## src/hw/tap_pkg.sv

```systemverilog
// Constants and carrier types for the boundary-scan test access port.
// Assumes one system clock that samples all port pins.
package tap_pkg;

  localparam int IR_W = 4;
  localparam int DR_W = 32;
  localparam int UID_W = 14;
  localparam int UID_LSB = 18;
  localparam int REV_W = 18;

  // Instruction codes
  localparam logic [3:0] OP_EXTEST = 4'h0;
  localparam logic [3:0] OP_DEVICE_IDENTIFICATION_WORD = 4'h1;
  localparam logic [3:0] OP_SAMPLE = 4'h2;
  localparam logic [3:0] OP_USERCODE = 4'h3;
  localparam logic [3:0] OP_CHIP_TAP = 4'h4;
  localparam logic [3:0] OP_PLL_WRITE = 4'h8;
  localparam logic [3:0] OP_BYPASS = 4'hF;

  // Reset and capture values
  localparam logic [3:0] IR_CAPTURE = 4'h1;
  localparam logic [3:0] IR_RESET = OP_DEVICE_IDENTIFICATION_WORD;
  localparam logic [31:0] PLL_RESET_VAL = 32'h0000_0000;

  // Field positions
  localparam int PLL_DEV_RESET_BIT = 31;
  localparam int PLL_BOOT_PORT_BIT = 30;
  localparam int SEC_TILE_LOCK_BIT = 0;
  localparam int SEC_PLL_LOCK_BIT = 4;

  // Sampled port pins travel together
  typedef struct packed {
    logic tck;
    logic tms;
    logic tdi;
  } port_pins_t;

  typedef enum logic [15:0] {
    ST_RESET = 16'h0001,
    ST_IDLE = 16'h0002,
    ST_SEL_DR = 16'h0004,
    ST_CAP_DR = 16'h0008,
    ST_SHIFT_DR = 16'h0010,
    ST_EXIT1_DR = 16'h0020,
    ST_PAUSE_DR = 16'h0040,
    ST_EXIT2_DR = 16'h0080,
    ST_UPD_DR = 16'h0100,
    ST_SEL_IR = 16'h0200,
    ST_CAP_IR = 16'h0400,
    ST_SHIFT_IR = 16'h0800,
    ST_EXIT1_IR = 16'h1000,
    ST_PAUSE_IR = 16'h2000,
    ST_EXIT2_IR = 16'h4000,
    ST_UPD_IR = 16'h8000
  } tap_state_t;

endpackage

```

## src/hw/jtag_tap_pll_access.sv

```systemverilog
// Boundary-scan test access port with chip-tap relay and PLL write path.
// Assumes TCK, TMS and TDI are asynchronous pins sampled by ref_clk.
// Function
// RULE1: One standard test access port providing boundary scan of all pins.
// RULE2: Instruction register four bits, selected data register thirty-two bits.
// RULE3: A second chip-level tap reaches the tile for loading and debug.
// RULE4: Five consecutive TMS-high rising TCK edges return the port to reset.
// RULE5: Identity instruction selects read-only identity word, bit zero is one.
// RULE6: User code instruction selects user identifier over silicon revision.
// RULE7: User identifier is low fourteen bits of user memory word.
// RULE8: User identifier loaded by boot code only, invalid while held in reset.
// RULE9: With instruction eight, shifted data goes into the PLL settings.
// RULE10: PLL settings hold a device reset bit and port boot-select bit.
// RULE11: Host gives at least one hundred TCK cycles after a PLL write.
// RULE12: User identifier occupies bits 31 down to 18 of user code.
// RULE13: Security bit zero blocks all tile access through the port.
// RULE14: Security bit four ignores PLL settings writes through the port.
// RULE15: Standard sixteen-state controller, sample on rise, TDO on fall.
// RULE16: Identity word: version 31-28, part 27-12, maker 11-1.
module jtag_tap_pll_access #(
  parameter int BSR_W = 32,
  parameter logic [3:0] ID_VERSION = 4'h0,
  // Arbitrary neutral identity values
  parameter logic [15:0] ID_PART = 16'h0123,
  parameter logic [10:0] ID_MAKER = 11'h055,
  parameter logic [17:0] SILICON_REV = 18'h0_0001
) (
  input wire logic ref_clk,
  input wire logic reset_n,
  input wire logic tck,
  input wire logic tms,
  input wire logic tdi,
  output logic tdo,
  output logic tdo_oe,
  input wire logic [BSR_W-1:0] pin_sample,
  output logic [BSR_W-1:0] pin_drive,
  output logic extest_en,
  output logic chip_tck,
  output logic chip_tms,
  output logic chip_tdi,
  input wire logic chip_tdo,
  input wire logic [31:0] security_config,
  input wire logic device_in_reset,
  input wire logic user_id_load,
  input wire logic [31:0] otp_user_word,
  output logic [31:0] pll_settings,
  output logic pll_write,
  output logic device_reset_req,
  output logic boot_from_port
);

  logic [1:0] rst_q;
  logic rst_n_q;
  tap_pkg::port_pins_t pins;
  logic tck_prev_q;
  logic rise, fall;
  logic tile_lock, pll_write_lockout;

  tap_pkg::tap_state_t state_q, state_d;
  logic [tap_pkg::IR_W-1:0] ir_q, ir_d, irs_q, irs_d;
  logic [tap_pkg::DR_W-1:0] dr_q, dr_d;
  logic [BSR_W-1:0] bsr_q, bsr_d, drive_q, drive_d;
  logic [31:0] pll_q, pll_d;
  logic pll_wr_q, pll_wr_d;
  logic tdo_q, tdo_d, oe_q, oe_d;
  logic [tap_pkg::UID_W-1:0] uid_q, uid_d;
  logic [2:0] chip_q, chip_d;
  logic [31:0] device_identification_word, usercode;
  logic chip_sel;

  // Reset release through two flops
  always_ff @(posedge ref_clk or negedge reset_n) begin
    if (!reset_n) begin
      rst_q <= 2'b00;
    end else begin
      rst_q <= {rst_q[0], 1'b1};
    end
  end
  assign rst_n_q = rst_q[1];

  pin_filter #(
    .W(3)
  ) u_pins (
    .clk(ref_clk),
    .rst_n(rst_n_q),
    .raw({tck, tms, tdi}),
    .level(pins)
  );

  assign rise = pins.tck & ~tck_prev_q;
  assign fall = ~pins.tck & tck_prev_q;
  assign tile_lock = security_config[tap_pkg::SEC_TILE_LOCK_BIT];
  assign pll_write_lockout = security_config[tap_pkg::SEC_PLL_LOCK_BIT];
  assign chip_sel = (ir_q == tap_pkg::OP_CHIP_TAP) && !tile_lock; // RULE13

  assign device_identification_word = {ID_VERSION, ID_PART, ID_MAKER, 1'b1}; // RULE5 RULE16
  assign usercode = {uid_q, SILICON_REV}; // RULE6 RULE12

  // Controller state transitions on sampled TCK rise
  always_comb begin
    state_d = state_q;
    if (rise) begin
      case (state_q) // RULE15
        tap_pkg::ST_RESET:
          state_d = pins.tms ? tap_pkg::ST_RESET : tap_pkg::ST_IDLE; // RULE4
        tap_pkg::ST_IDLE:
          state_d = pins.tms ? tap_pkg::ST_SEL_DR : tap_pkg::ST_IDLE;
        tap_pkg::ST_SEL_DR:
          state_d = pins.tms ? tap_pkg::ST_SEL_IR : tap_pkg::ST_CAP_DR;
        tap_pkg::ST_CAP_DR:
          state_d = pins.tms ? tap_pkg::ST_EXIT1_DR : tap_pkg::ST_SHIFT_DR;
        tap_pkg::ST_SHIFT_DR:
          state_d = pins.tms ? tap_pkg::ST_EXIT1_DR : tap_pkg::ST_SHIFT_DR;
        tap_pkg::ST_EXIT1_DR:
          state_d = pins.tms ? tap_pkg::ST_UPD_DR : tap_pkg::ST_PAUSE_DR;
        tap_pkg::ST_PAUSE_DR:
          state_d = pins.tms ? tap_pkg::ST_EXIT2_DR : tap_pkg::ST_PAUSE_DR;
        tap_pkg::ST_EXIT2_DR:
          state_d = pins.tms ? tap_pkg::ST_UPD_DR : tap_pkg::ST_SHIFT_DR;
        tap_pkg::ST_UPD_DR:
          state_d = pins.tms ? tap_pkg::ST_SEL_DR : tap_pkg::ST_IDLE;
        tap_pkg::ST_SEL_IR:
          state_d = pins.tms ? tap_pkg::ST_RESET : tap_pkg::ST_CAP_IR; // RULE4
        tap_pkg::ST_CAP_IR:
          state_d = pins.tms ? tap_pkg::ST_EXIT1_IR : tap_pkg::ST_SHIFT_IR;
        tap_pkg::ST_SHIFT_IR:
          state_d = pins.tms ? tap_pkg::ST_EXIT1_IR : tap_pkg::ST_SHIFT_IR;
        tap_pkg::ST_EXIT1_IR:
          state_d = pins.tms ? tap_pkg::ST_UPD_IR : tap_pkg::ST_PAUSE_IR;
        tap_pkg::ST_PAUSE_IR:
          state_d = pins.tms ? tap_pkg::ST_EXIT2_IR : tap_pkg::ST_PAUSE_IR;
        tap_pkg::ST_EXIT2_IR:
          state_d = pins.tms ? tap_pkg::ST_UPD_IR : tap_pkg::ST_SHIFT_IR;
        tap_pkg::ST_UPD_IR:
          state_d = pins.tms ? tap_pkg::ST_SEL_DR : tap_pkg::ST_IDLE;
        default:
          state_d = tap_pkg::ST_RESET;
      endcase
    end
  end

  // Shift, capture and update paths
  always_comb begin
    ir_d = ir_q;
    irs_d = irs_q;
    dr_d = dr_q;
    bsr_d = bsr_q;
    drive_d = drive_q;
    pll_d = pll_q;
    pll_wr_d = 1'b0;
    if (rise) begin
      case (state_q)
        tap_pkg::ST_RESET:
          ir_d = tap_pkg::IR_RESET;
        tap_pkg::ST_CAP_IR:
          irs_d = tap_pkg::IR_CAPTURE;
        tap_pkg::ST_SHIFT_IR:
          irs_d = {pins.tdi, irs_q[tap_pkg::IR_W-1:1]}; // RULE2
        tap_pkg::ST_UPD_IR:
          ir_d = irs_q;
        tap_pkg::ST_CAP_DR: begin
          if (ir_q == tap_pkg::OP_DEVICE_IDENTIFICATION_WORD) begin
            dr_d = device_identification_word; // RULE5
          end else if (ir_q == tap_pkg::OP_USERCODE) begin
            dr_d = usercode; // RULE6
          end else if (ir_q == tap_pkg::OP_BYPASS) begin
            dr_d = '0;
          end else if (ir_q == tap_pkg::OP_EXTEST ||
                       ir_q == tap_pkg::OP_SAMPLE) begin
            bsr_d = pin_sample; // RULE1
          end
        end
        tap_pkg::ST_SHIFT_DR: begin
          if (ir_q == tap_pkg::OP_BYPASS) begin
            dr_d[0] = pins.tdi;
          end else if (ir_q == tap_pkg::OP_EXTEST ||
                       ir_q == tap_pkg::OP_SAMPLE) begin
            bsr_d = {pins.tdi, bsr_q[BSR_W-1:1]}; // RULE1
          end else if (!chip_sel) begin
            dr_d = {pins.tdi, dr_q[tap_pkg::DR_W-1:1]}; // RULE2
          end
        end
        tap_pkg::ST_UPD_DR: begin
          if (ir_q == tap_pkg::OP_PLL_WRITE && !pll_write_lockout) begin
            pll_d = dr_q; // RULE9 RULE14
            pll_wr_d = 1'b1;
          end else if (ir_q == tap_pkg::OP_EXTEST) begin
            drive_d = bsr_q; // RULE1
          end
        end
        default: begin
        end
      endcase
    end
  end

  // TDO changes only on falling TCK, enabled while shifting
  always_comb begin
    tdo_d = tdo_q;
    oe_d = oe_q;
    if (fall) begin
      oe_d = (state_q == tap_pkg::ST_SHIFT_DR) ||
             (state_q == tap_pkg::ST_SHIFT_IR);
      if (state_q == tap_pkg::ST_SHIFT_IR) begin
        tdo_d = irs_q[0];
      end else if (chip_sel) begin
        tdo_d = chip_tdo; // RULE3
      end else if (ir_q == tap_pkg::OP_EXTEST ||
                   ir_q == tap_pkg::OP_SAMPLE) begin
        tdo_d = bsr_q[0];
      end else begin
        tdo_d = dr_q[0]; // RULE15
      end
    end
  end

  // Chip tap relay; held idle when tile access is locked out
  always_comb begin
    chip_d = {1'b0, 1'b1, 1'b0};
    if (chip_sel) begin
      chip_d = {pins.tck, pins.tms, pins.tdi}; // RULE3 RULE13
    end
  end

  // User identifier: cleared in reset, set by boot code
  always_comb begin
    uid_d = uid_q;
    if (device_in_reset) begin
      uid_d = '0; // RULE8
    end else if (user_id_load) begin
      uid_d = otp_user_word[tap_pkg::UID_W-1:0]; // RULE7 RULE8
    end
  end

  always_ff @(posedge ref_clk or negedge rst_n_q) begin
    if (!rst_n_q) begin
      tck_prev_q <= 1'b0;
      state_q <= tap_pkg::ST_RESET;
      ir_q <= tap_pkg::IR_RESET;
      irs_q <= '0;
      dr_q <= '0;
      bsr_q <= '0;
      drive_q <= '0;
      pll_q <= tap_pkg::PLL_RESET_VAL;
      pll_wr_q <= 1'b0;
      tdo_q <= 1'b0;
      oe_q <= 1'b0;
      uid_q <= '0;
      chip_q <= 3'b010;
    end else begin
      tck_prev_q <= pins.tck;
      state_q <= state_d;
      ir_q <= ir_d;
      irs_q <= irs_d;
      dr_q <= dr_d;
      bsr_q <= bsr_d;
      drive_q <= drive_d;
      pll_q <= pll_d;
      pll_wr_q <= pll_wr_d;
      tdo_q <= tdo_d;
      oe_q <= oe_d;
      uid_q <= uid_d;
      chip_q <= chip_d;
    end
  end

  assign tdo = tdo_q;
  assign tdo_oe = oe_q;
  assign pin_drive = drive_q;
  assign extest_en = (ir_q == tap_pkg::OP_EXTEST);
  assign {chip_tck, chip_tms, chip_tdi} = chip_q;
  // Committed within ref_clk; no trailing TCK needed here
  assign pll_settings = pll_q; // RULE11
  assign pll_write = pll_wr_q;
  assign device_reset_req = pll_q[tap_pkg::PLL_DEV_RESET_BIT]; // RULE10
  assign boot_from_port = pll_q[tap_pkg::PLL_BOOT_PORT_BIT]; // RULE10

endmodule

```

## src/hw/pin_filter.sv

```systemverilog
// Three-stage synchroniser with agreement filter for asynchronous pins.
// Assumes the reset input is already synchronous to clk.
module pin_filter #(
  parameter int W = 3
) (
  input wire logic clk,
  input wire logic rst_n,
  input wire logic [W-1:0] raw,
  output logic [W-1:0] level
);

  logic [W-1:0] s1_q, s2_q, s3_q, lvl_q;
  logic [W-1:0] lvl_d;

  genvar i;
  generate
    for (i = 0; i < W; i++) begin : g_bit
      // Stage one feeds stage two only
      always_comb begin
        lvl_d[i] = (s2_q[i] == s3_q[i]) ? s3_q[i] : lvl_q[i];
      end
    end
  endgenerate

  always_ff @(posedge clk or negedge rst_n) begin
    if (!rst_n) begin
      s1_q <= '0;
      s2_q <= '0;
      s3_q <= '0;
      lvl_q <= '0;
    end else begin
      s1_q <= raw;
      s2_q <= s1_q;
      s3_q <= s2_q;
      lvl_q <= lvl_d;
    end
  end

  assign level = lvl_q;

endmodule

```

## config.mk

```make
export PLATFORM = sky130hd
export DESIGN_NAME = jtag_tap_pll_access
export DESIGN_NICKNAME = d
export VERILOG_FILES = /design/src/hw/tap_pkg.sv /design/src/hw/jtag_tap_pll_access.sv /design/src/hw/pin_filter.sv
export SDC_FILE = /design/constraint.sdc
export NUM_CORES = 1
export LEC_CHECK = 0
export BUFFER_PORTS_ARGS = -buffer_cell sky130_fd_sc_hd__buf_4
export CAP_MARGIN = 20
export CORE_ASPECT_RATIO = 2
export CORE_MARGIN = 1
export CORE_UTILIZATION = 40
export DETAILED_ROUTE_END_ITERATION = 8
export HOLD_SLACK_MARGIN = 0.05
export SLEW_MARGIN = 20
export SYNTH_ARGS = -nofsm -noshare
export SYNTH_HDL_FRONTEND = slang
export SYNTH_SLANG_ARGS = --single-unit
```

## constraint.sdc

```tcl
create_clock -name ref_clk -period 13.8 [get_ports ref_clk]
set_input_delay 2.07 -clock ref_clk [delete_from_list [all_inputs] [get_ports ref_clk]]
set_output_delay 2.07 -clock ref_clk [all_outputs]
set_load 0.02 [all_outputs]
```

# Word-level counts from Yosys, hierarchy flattened
# Cells that the tools add are included.
# Widths: inputs -> output; s select.
[op_classes] eq_ne=36 muxes=39 n_bitwise=5 n_reduce_logical=21
[op_table] op="$mux 32" count=11
[op_table] op="$pmux 16 s12" count=1
[op_table] op="$pmux 32 s2" count=2
[op_table] op="$mux 16" count=2
[op_table] op="$mux 31" count=1
[op_table] op="$mux 14" count=2
[op_table] op="$mux 9" count=2
[op_table] op="$eq 16x1->1 const B" count=1
[op_table] op="$eq 16x10->1 const B" count=1
[op_table] op="$eq 16x11->1 const B" count=1
[op_table] op="$eq 16x12->1 const B" count=1
[op_table] op="$eq 16x13->1 const B" count=1
[op_table] op="$eq 16x14->1 const B" count=1
[op_table] op="$eq 16x15->1 const B" count=1
[op_table] op="$eq 16x16->1 const B" count=1
[op_table] op="$eq 16x2->1 const B" count=1
[op_table] op="$eq 16x3->1 const B" count=1
[op_table] op="$eq 16x4->1 const B" count=1
[op_table] op="$eq 16x5->1 const B" count=1
[op_table] op="$eq 16x6->1 const B" count=1
[op_table] op="$eq 16x7->1 const B" count=1
[op_table] op="$eq 16x8->1 const B" count=1
[op_table] op="$eq 16x9->1 const B" count=1
[op_table] op="$ne 2x2->1 const B" count=8
[op_table] op="other kinds (32)" count=56
[totals] reg_bits=187 inputBits=104 output_inout_bits=73 word_cells=122

# Logic depth before layout (Yosys ltp)
# Gate-level depths: netlist of run 1.
[logic_depth] ltp_word=7 mapped_depth=8 ltp_nobuf=5

# By module
# A second synthesis of run 1 with hierarchy kept.
[hier_totals] hier_cells=710 area_unflattened_um2=8280.4
[modules_own_cells] mod="jtag_tap_pll_access" instances=1 cells_per_inst=695 area_per_inst_um2=7946.4 seq_area_each_um2=4383.0
[modules_own_cells] mod="pin_filter" instances=1 cells_per_inst=15 area_per_inst_um2=334.1 seq_area_each_um2=300.3

# Worst setup path after synthesis of run 1
# OpenSTA, ideal clock, no wires.
[synth_path] kind="register to output" startpoint="reg ir_q[3] (netlist name)" endpoint="out extest_en" arrival_ps=1433 required_time_ps=11730 setup_slack_ps=10297 path_stages_with_launch=5 path_buffers=2 cell_sequence="dfrtp_1 -> clkbuf_1 -> or2_2 -> clkbuf_1 -> nor3_1"
[synth_between] elab_chain_cells=1
[synth_lines] element="from (decl)" line="jtag_tap_pll_access.sv:60" rtl="logic [tap_pkg::IR_W-1:0] ir_q, ir_d, irs_q, irs_d;"
[synth_lines] element="from (signal assigned)" line="jtag_tap_pll_access.sv:239" rtl="ir_q <= tap_pkg::IR_RESET;"
[synth_lines] element="from (signal assigned)" line="jtag_tap_pll_access.sv:253" rtl="ir_q <= ir_d;"
[synth_lines] element="$logic_not 4->1" line="jtag_tap_pll_access.sv:270" rtl="assign extest_en = (ir_q == tap_pkg::OP_EXTEST);"
[synth_lines] element="to (decl)" line="jtag_tap_pll_access.sv:37" rtl="output logic extest_en,"
# No other way between the ends.

# Worst setup path in the final report of run 1
# Ends and elaborated chain as after synthesis.

==> metrics.csv, run 1 <==
metric,value,unit
status,completed,
filler cell count,1912,
Mapped Area,8270,um2
Post-CTS Hold Buffers,0,
Avg Synthesized Cell Area,11.5,um2
sequential power share,0.506,
drt first pass iters,4,
"Async S/R FF share, synth",1.00,
Setup-failing EPs final,0,
gr usage total,0.185,
sw frac,0.243,
H-tree lvl count,4,
DP HPWL,12500,um
Layout Nets,933,
register bit count reported by yosys,187,
"Data required, critical path",11.73,ns
DR WL/cell,16.6,um
Critical Path End Type,output port,
number of buffers added on ports,128,
R2R Path End,dr_q[18],
Skew-Pair Late Insertion Delay,0.44,ns
postcts setup bufs,0,
Ports,177,
Syn Inst Count,721,
Reg2Reg Setup Slack,10.58,ns
drt first-iter violations,229,
CTS Root Cell,clkbuf_16,
Sequential Area,4690,um2
synth warn,0,
CP Launch Type,flip-flop,
CP max FO,8,
syn nets,825,
CTS tree,done,
Max Clk Rate,0.260,GHz
setup TNS,0,ns
CP Data Arrival Time,1.78,ns
area grow syn2layout,20.5,%
Hold Fails Final Rpt,0,
worst setup path class,flip-flop to output port,
number of remaining DRC errors,0,
die area,21300,um2
Comb pwr share,0.091,
Multi-input gate area,3270,um2
Yosys top cell by area,dfrtp_1,
Slew HR,0.355,
P_leak,4.98,nW
CP max stage cell,dfrtp_1,
Pwr Total,1.17,mW
vias in the first global route,5799,
r2r startpoint,state_q[8],
final critical-path share of the clock period,0.279,
Commonest cells post-synth,"184 x dfrtp_1, 91 x nand2_1, 66 x o21ai_0, 65 x mux2i_1, 53 x mux2_2",
Core Rows,74,
grt total ovfl,0,
RSZ-0062 raised after global routing,no,
clk buf depth,2,
FF-to-FF path depth,5,
number of flops mapped to enable cells by yosys,0,
VDD IR max,0.0954,mV
Net Switching,0.284,mW
vias post-DR,5739,
HP Class,flip-flop to asynchronous set/reset pin,
Die W,104,um
antenna fix cells,0,
remaining antenna violation count,0,
pins over their slew limit,0,
initial antenna violation count,0,
synth top area cells,"dfrtp_1 56%, mux2i_1 7.9%, mux2_2 7.2%, nand2_1 4.1%, o21ai_0 4.0%",
post-CTS resize count,0,
Starting Density,0.406,
Die H,205,um
sequential cell area fraction in the yosys report,0.566,
Worst Max-Slew Pin Slew,0.967,ns
MaxCap Viol Count,0,
Final min period,3.85,ns
Core Box Area,20400,um2
clk slew on worst S/H paths,0.06,ns
Main synth FF type,dfrtp_1,
pin count of the biggest net entering global routing,77,
max incr delay on CP,0.47,ns
Pwr Density,117,nW/um2
CTS sink count,187,
Final GP Congestion,0.872,
first-pass GRT wire length,30400,um
skew final,0.00714,ns
top-count cell post-synth,dfrtp_1,
Vias/cell,5.19,
CTS Buf Count,17,
final wirelength,18400,um
Yosys top cell area share,0.557,
Yosys cell types,49,
"Cell Chain, Critical Path",or2_2 > nor3_1 > buf_4,
clock network power share,0.403,
share of post-route cells with drive strength above 1,0.276,
Internal,0.882,mW
==> critical path: cells and delay by family, from the launching register on <==
kind                   cells  cell delay [ns]
flip-flops                 1             0.47
buffers and inverters      1             0.20
AND/OR/NAND/NOR            2             0.67
==> cells by family after synthesis <==
logic type,count (synthesis),synth area share
compound gates,105,0.0726
xor+xnor,7,0.00742
fa+ha+maj,3,0.00363
buf+inv,72,0.0406
flops,187,0.566
mux,145,0.188
other cells,1,0.000454
simple gates,201,0.121
==> stage by stage <==
step,std cells,hold WS (ns),util,instance area (um2),setup WS [ns]
2_1_floorplan,721,0.331,-,8270,8.21
3_3_place_gp,1076,0.297,0.462,9410,9.99
3_5_place_dp,1076,0.295,0.462,9410,9.99
4_1_cts,1106,0.300,0.489,9960,9.95
5_1_grt,1106,0.333,0.489,9960,9.81
6_report,1106,0.276,0.489,9960,9.95
==> cells in the final DEF (no fill, tap or decap), types with 3 or more instances in the layout <==
cell | synthesis | layout
a21o_1 | 3 | 3
nor4_1 | 8 | 7
xor2_1 | 5 | 5
clkinv_2 | 0 | 4
nor2_1 | 29 | 29
dfstp_2 | 3 | 3
nor2b_1 | 3 | 3
maj3_1 | 3 | 3
clkbuf_16 | 0 | 17
nand2b_1 | 5 | 5
inv_1 | 22 | 22
nor3_1 | 14 | 14
a31oi_1 | 4 | 4
or4_1 | 5 | 5
nand3_1 | 14 | 14
mux2_1 | 27 | 27
o21ai_0 | 66 | 66
nor4_4 | 3 | 3
dfrtp_1 | 184 | 183
buf_4 | 2 | 139
a22oi_1 | 3 | 3
clkbuf_1 | 32 | 4
mux2i_1 | 65 | 65
nand4_1 | 9 | 9
nand2_1 | 91 | 91
mux2_2 | 53 | 53
and3_1 | 4 | 4
a22o_1 | 6 | 6
a21oi_1 | 12 | 12
==> worst max-delay path by stage <==
stage	startpoint	to	slack, ns	cells after the start
CTS	ir_q[3]	extest_en	9.95	3
global route	ir_q[3]	extest_en	9.81	3
finish	ir_q[3]	extest_en	9.95	3
detailed placement	security_config[0]	dr_q[18]	9.99	7
floorplan	rst_q[1]	bsr_q[0]	8.21	0
global placement	security_config[0]	dr_q[18]	9.99	7
==> metal layers <==
| metal | vias up | wire, um | track usage |
|---|---|---|---|
| met2 | 113 | 10200 | 0.337 |
| met4 | 0 | 439 | 0.0878 |
| met5 | - | 0 | 0 |
| met1 | 2868 | 7230 | 0.202 |
| met3 | 29 | 584 | 0.0421 |
| li1 | 2729 | - | - |
==> power by group through the flow <==
stage	registers, mW	clock network, mW	logic [mW]
after CTS	0.590	0.485	0.109
after global routing	0.593	0.509	0.120
after floorplan	0.600	0	0.0651
final	0.590	0.469	0.107
after detailed placement	0.600	0	0.108
after global placement	0.600	0	0.107
==> flip-flops by register name, indices dropped and copies added, names as in the netlist <==
name	flops
ir_q	4
u_pins.s3_q	3
tck_prev_q	1
irs_q	4
pll_settings	32
tdo_oe	1
state_q	16
dr_q	32
pin_drive	32
chip_q	3
uid_q	14
bsr_q	32
pll_write	1
u_pins.s1_q	3
rst_q	2
u_pins.s2_q	3
tdo	1
u_pins.level	3
==> cell type report <==
class	count	share of cell area
clock buffer	22	0.0456
clock inverter	8	0.00967
inverter	22	0.00829
multi-input combinational	462	0.328
sequential	187	0.470
tap	266	0.0334
timing repair buffer	139	0.105
Power figures use the tool's default switching activity.
==> run 2: changes to the inputs <==
- clock period: 13.8 -> 4 ns (I/O delays scaled with it)
==> metrics.csv, run 2 (synthesized netlist as in run 1, its figures left out) <==
metric,value,unit
CP max FO,38,
clk buf depth,2,
CP Launch Type,flip-flop,
"Cell Chain, Critical Path",or4_1 > nor4_4 > buf_4 > buf_4 > mux2i_1 > o21ai_0,
met3 WL,683,um
Top Layer Used,met4,
worst hold slack,0.266,ns
setup TNS,0,ns
Vias/cell,5.17,
Die W,104,um
VDD IR max,0.272,mV
Non-Filler Instances,1110,
DR WL/cell,16.7,um
Slew HR,0.415,
drt first pass iters,4,
HP Class,input port to flip-flop,
H-tree lvl count,4,
clk slew on worst S/H paths,0.07,ns
Ports,177,
CTS Root Cell,clkbuf_16,
hold path cells,1,
Setup-failing EPs final,0,
Pwr Density,425,nW/um2
CTS Buf Count,17,
CP Data Arrival Time,3.26,ns
grt total ovfl,0,
Hold Crit Start,tdi,
share of post-route cells with drive strength above 1,0.281,
antenna fix cells,0,
worst setup path class,flip-flop to flip-flop,
"Data required, critical path",4.30,ns
gr usage total,0.185,
status,completed,
vias in the first global route,5861,
skew final,0.0110,ns
Critical Path Most Common Cell,buf_4,
Core Rows,74,
Skew-Pair Late Insertion Delay,0.44,ns
Finished Core Util,0.496,
number of remaining DRC errors,0,
Layout Nets,935,
met2 routed wirelength,10300,um
DP HPWL,12700,um
CTS sink count,187,
postcts setup bufs,0,
Reg2Reg Setup Slack,1.04,ns
Core Box Area,20400,um2
"commonest non-fill, non-tap cell in the layout",dfrtp_1,
CP max stage cell,or4_1,
r2r startpoint,state_q[10],
M1 WL,7060,um
pins over their slew limit,0,
FF-to-FF path depth,6,
remaining antenna violation count,0,
die area,21300,um2
R2R Path End,bsr_q[16],
Critical Path End Type,flip-flop,
final wirelength,18500,um
MaxCap Viol Count,0,
max incr delay on CP,0.62,ns
hold worst-path end,u_pins.s1_q[0],
final critical-path share of the clock period,0.739,
"commonest non-fill, non-tap cells in the layout","183 x dfrtp_1, 139 x buf_4, 91 x nand2_1, 66 x o21ai_0, 65 x mux2i_1",
placed instance count,1077,
initial antenna violation count,0,
Worst Max-Slew Pin Slew,0.875,ns
area grow syn2layout,22.2,%
drt first-iter violations,356,
Final min period,2.96,ns
CTS tree,done,
Final GP Congestion,0.884,
number of buffers added on ports,128,
P_leak,5.05,nW
Hold Fails Final Rpt,0,
vias post-DR,5744,
first-pass GRT wire length,30500,um
RSZ-0062 raised after global routing,no,
Starting Density,0.406,
pin count of the biggest net entering global routing,85,
Max Clk Rate,0.338,GHz
Die H,205,um
run 2: changes by cell type in the layout (fill, tap and decap cells not counted), moves of 2 or more:
| cell | delta |
|---|---|
| clkbuf_1 | -2 |
| clkbuf_8 | +2 |
| bufinv_16 | +3 |
| clkinv_2 | -2 |
run 2: what timing repair did:
action                                 in CTS  in global routing
gates resized for setup                     0                  0
hold buffers                                1                  0
endpoints found under the hold margin       2                  0
run 2: critical path, delay by kind of cell (launching register included):
kind                   cells  cell delay, ns
AO/OA/AOI/OAI              1            0.09
multiplexers               1            0.26
flip-flops                 1            0.57
buffers and inverters      2            0.98
AND/OR/NAND/NOR            2            0.90
run 2: cell type report:
cell class,count,area [um2]
flip-flops and latches,187,4690
clock buffers,22,474
inverters,22,82.6
fillers,1929,10300
multi-input cells,462,3270
well taps,266,333
repair buffers,141,1070
clock inverters,10,186
run 2: routing by layer:
layer | vias to the layer above | track usage
met4 | 0 | 0.0745
met1 | 2859 | 0.199
met2 | 119 | 0.347
met5 | - | 0
li1 | 2743 | -
met3 | 23 | 0.0440
run 2: how the worst max path moves through the flow:
stage	depth (start not counted)	endpoint	start
final	6	bsr_q[16]	state_q[10]
after global routing	6	dr_q[12]	state_q[10]
after CTS	6	bsr_q[16]	state_q[10]
after detailed placement	6	bsr_q[16]	state_q[12]
after global placement	6	bsr_q[16]	state_q[10]
after floorplan	0	bsr_q[0]	rst_q[1]
run 2: report_power, final:
part | internal, mW | switching, mW | total (mW)
Combinational | 0.159 | 0.210 | 0.369
Clock | 1.16 | 0.721 | 1.88
Sequential | 1.96 | 0.0794 | 2.04
run 2: through the flow:
step	total power [mW]	setup slack [ns]	cell area, um2
floorplan	2.29	0.918	8270
global placement	2.44	1.02	9430
detailed placement	2.45	1.01	9430
CTS	4.35	1.00	10100
global route	4.48	0.835	10100
finish	4.29	1.04	10100
==> run 3: changes to the inputs <==
- clock period: 4 -> 2.8 ns (I/O delays scaled with it)
==> metrics.csv, run 3 (synthesized netlist as in run 1, its figures left out) <==
metric,value,unit
status,completed,
gr usage total,0.185,
final critical-path share of the clock period,0.903,
drt first pass iters,6,
Layout Nets,951,
DR WL/cell,16.5,um
H-tree lvl count,4,
Pwr Total,5.91,mW
remaining antenna violation count,0,
CTS Root Cell,clkbuf_16,
Die H,205,um
dpl ws,0.282,ns
CTS tree,done,
vias post-DR,5740,
Die W,104,um
pin count of the biggest net entering global routing,86,
CP max FO,32,
CP Launch Type,flip-flop,
post-route cell area,10200,um2
Reg2Reg Setup Slack,0.27,ns
grt total ovfl,0,
Core Rows,74,
RSZ-0062 raised after global routing,no,
"Data required, critical path",3.13,ns
HP Class,input port to flip-flop,
CP Data Arrival Time,2.86,ns
Max Clk Rate,0.395,GHz
Vias/cell,5.10,
sw frac,0.258,
worst setup path class,flip-flop to flip-flop,
number of remaining DRC errors,0,
"commonest non-fill, non-tap cells in the layout","183 x dfrtp_1, 150 x buf_4, 91 x nand2_1, 66 x o21ai_0, 65 x mux2i_1",
sequential power share,0.489,
skew final,0.00813,ns
die area,21300,um2
Multi-input gate area,3270,um2
Comb pwr share,0.101,
CTS sink count,187,
Starting Density,0.406,
postcts setup bufs,0,
Ports,177,
setup TNS,0,ns
Final min period,2.53,ns
Core Box Area,20400,um2
Sequential Area,4690,um2
r2r startpoint,state_q[3],
pins over their slew limit,0,
Critical Path End Type,flip-flop,
clock network power share,0.411,
"commonest non-fill, non-tap cell in the layout",dfrtp_1,
area grow syn2layout,23.5,%
Post-DP Area,9610,um2
drt first-iter violations,285,
Crit. Startpoint,state_q[3],
fin worst setup slack,0.271,ns
share of post-route cells with drive strength above 1,0.297,
Net Switching,1.53,mW
Worst Max-Slew Pin Slew,0.895,ns
clk slew on worst S/H paths,0.07,ns
initial antenna violation count,0,
MaxCap Viol Count,0,
DP HPWL,13000,um
CTS Buf Count,17,
Slew HR,0.403,
P_leak,5.10,nW
vias in the first global route,5901,
post-CTS resize count,0,
Post-CTS Hold Buffers,1,
Internal,4.39,mW
Setup-failing EPs final,0,
Pwr Density,579,nW/um2
antenna fix cells,0,
Hold Fails Final Rpt,0,
Hold Crit Start,tdi,
number of buffers added on ports,128,
Final GP Congestion,0.876,
first-pass GRT wire length,30300,um
filler cell count,1858,
Finished Core Util,0.501,
VDD IR max,0.435,mV
clk buf depth,2,
Skew-Pair Late Insertion Delay,0.44,ns
final wirelength,18600,um
## run 3: area by class of cell
type / instances / share of cell area
Timing Repair Buffer: 157 / 0.123
Tap cell: 266 / 0.0326
Clock buffer: 17 / 0.0416
Clock inverter: 15 / 0.0160
Multi-Input combinational cell: 462 / 0.320
Inverter: 22 / 0.00808
Sequential cell: 187 / 0.459
## run 3: through the flow
| step | hold slack (ns) | instances |
|---|---|---|
| 2_1_floorplan | 0.124 | 721 |
| 3_3_place_gp | 0.202 | 1093 |
| 3_5_place_dp | 0.205 | 1093 |
| 4_1_cts | 0.0532 | 1126 |
| 5_1_grt | 0.0555 | 1126 |
| 6_report | 0.0811 | 1126 |
## run 3: worst max-delay path: stages (launching register included)
cell	delay [ns]
dfrtp_1	0.38
or4_4	0.56
or4_4	0.49
nor4_4	0.34
buf_12	0.26
mux2_2	0.37
## run 3: final timing paths
path | end | cells after the start
setup / recovery | pll_settings[23] | 5
hold / removal | u_pins.s1_q[0] | 1
setup reg to reg | pll_settings[23] | 5
hold reg to reg | pll_settings[9] | 0
max in group asynchronous | state_q[0] | 1
min in group asynchronous | rst_q[1] | 2
## run 3: metal layers
layer	track usage	vias to the layer above	part of all wire
li1	-	2775	-
met5	0	-	0
met4	0.0847	0	0.028
met2	0.348	116	0.55
met3	0.0443	30	0.033
met1	0.193	2819	0.39
## run 3: power by group through the flow
stage / registers, mW / clock network, mW / logic [mW]
finish: 2.89 / 2.43 / 0.594
global route: 2.90 / 2.60 / 0.654
CTS: 2.89 / 2.50 / 0.604
detailed placement: 2.94 / 0 / 0.600
global placement: 2.94 / 0 / 0.596
floorplan: 2.96 / 0 / 0.321
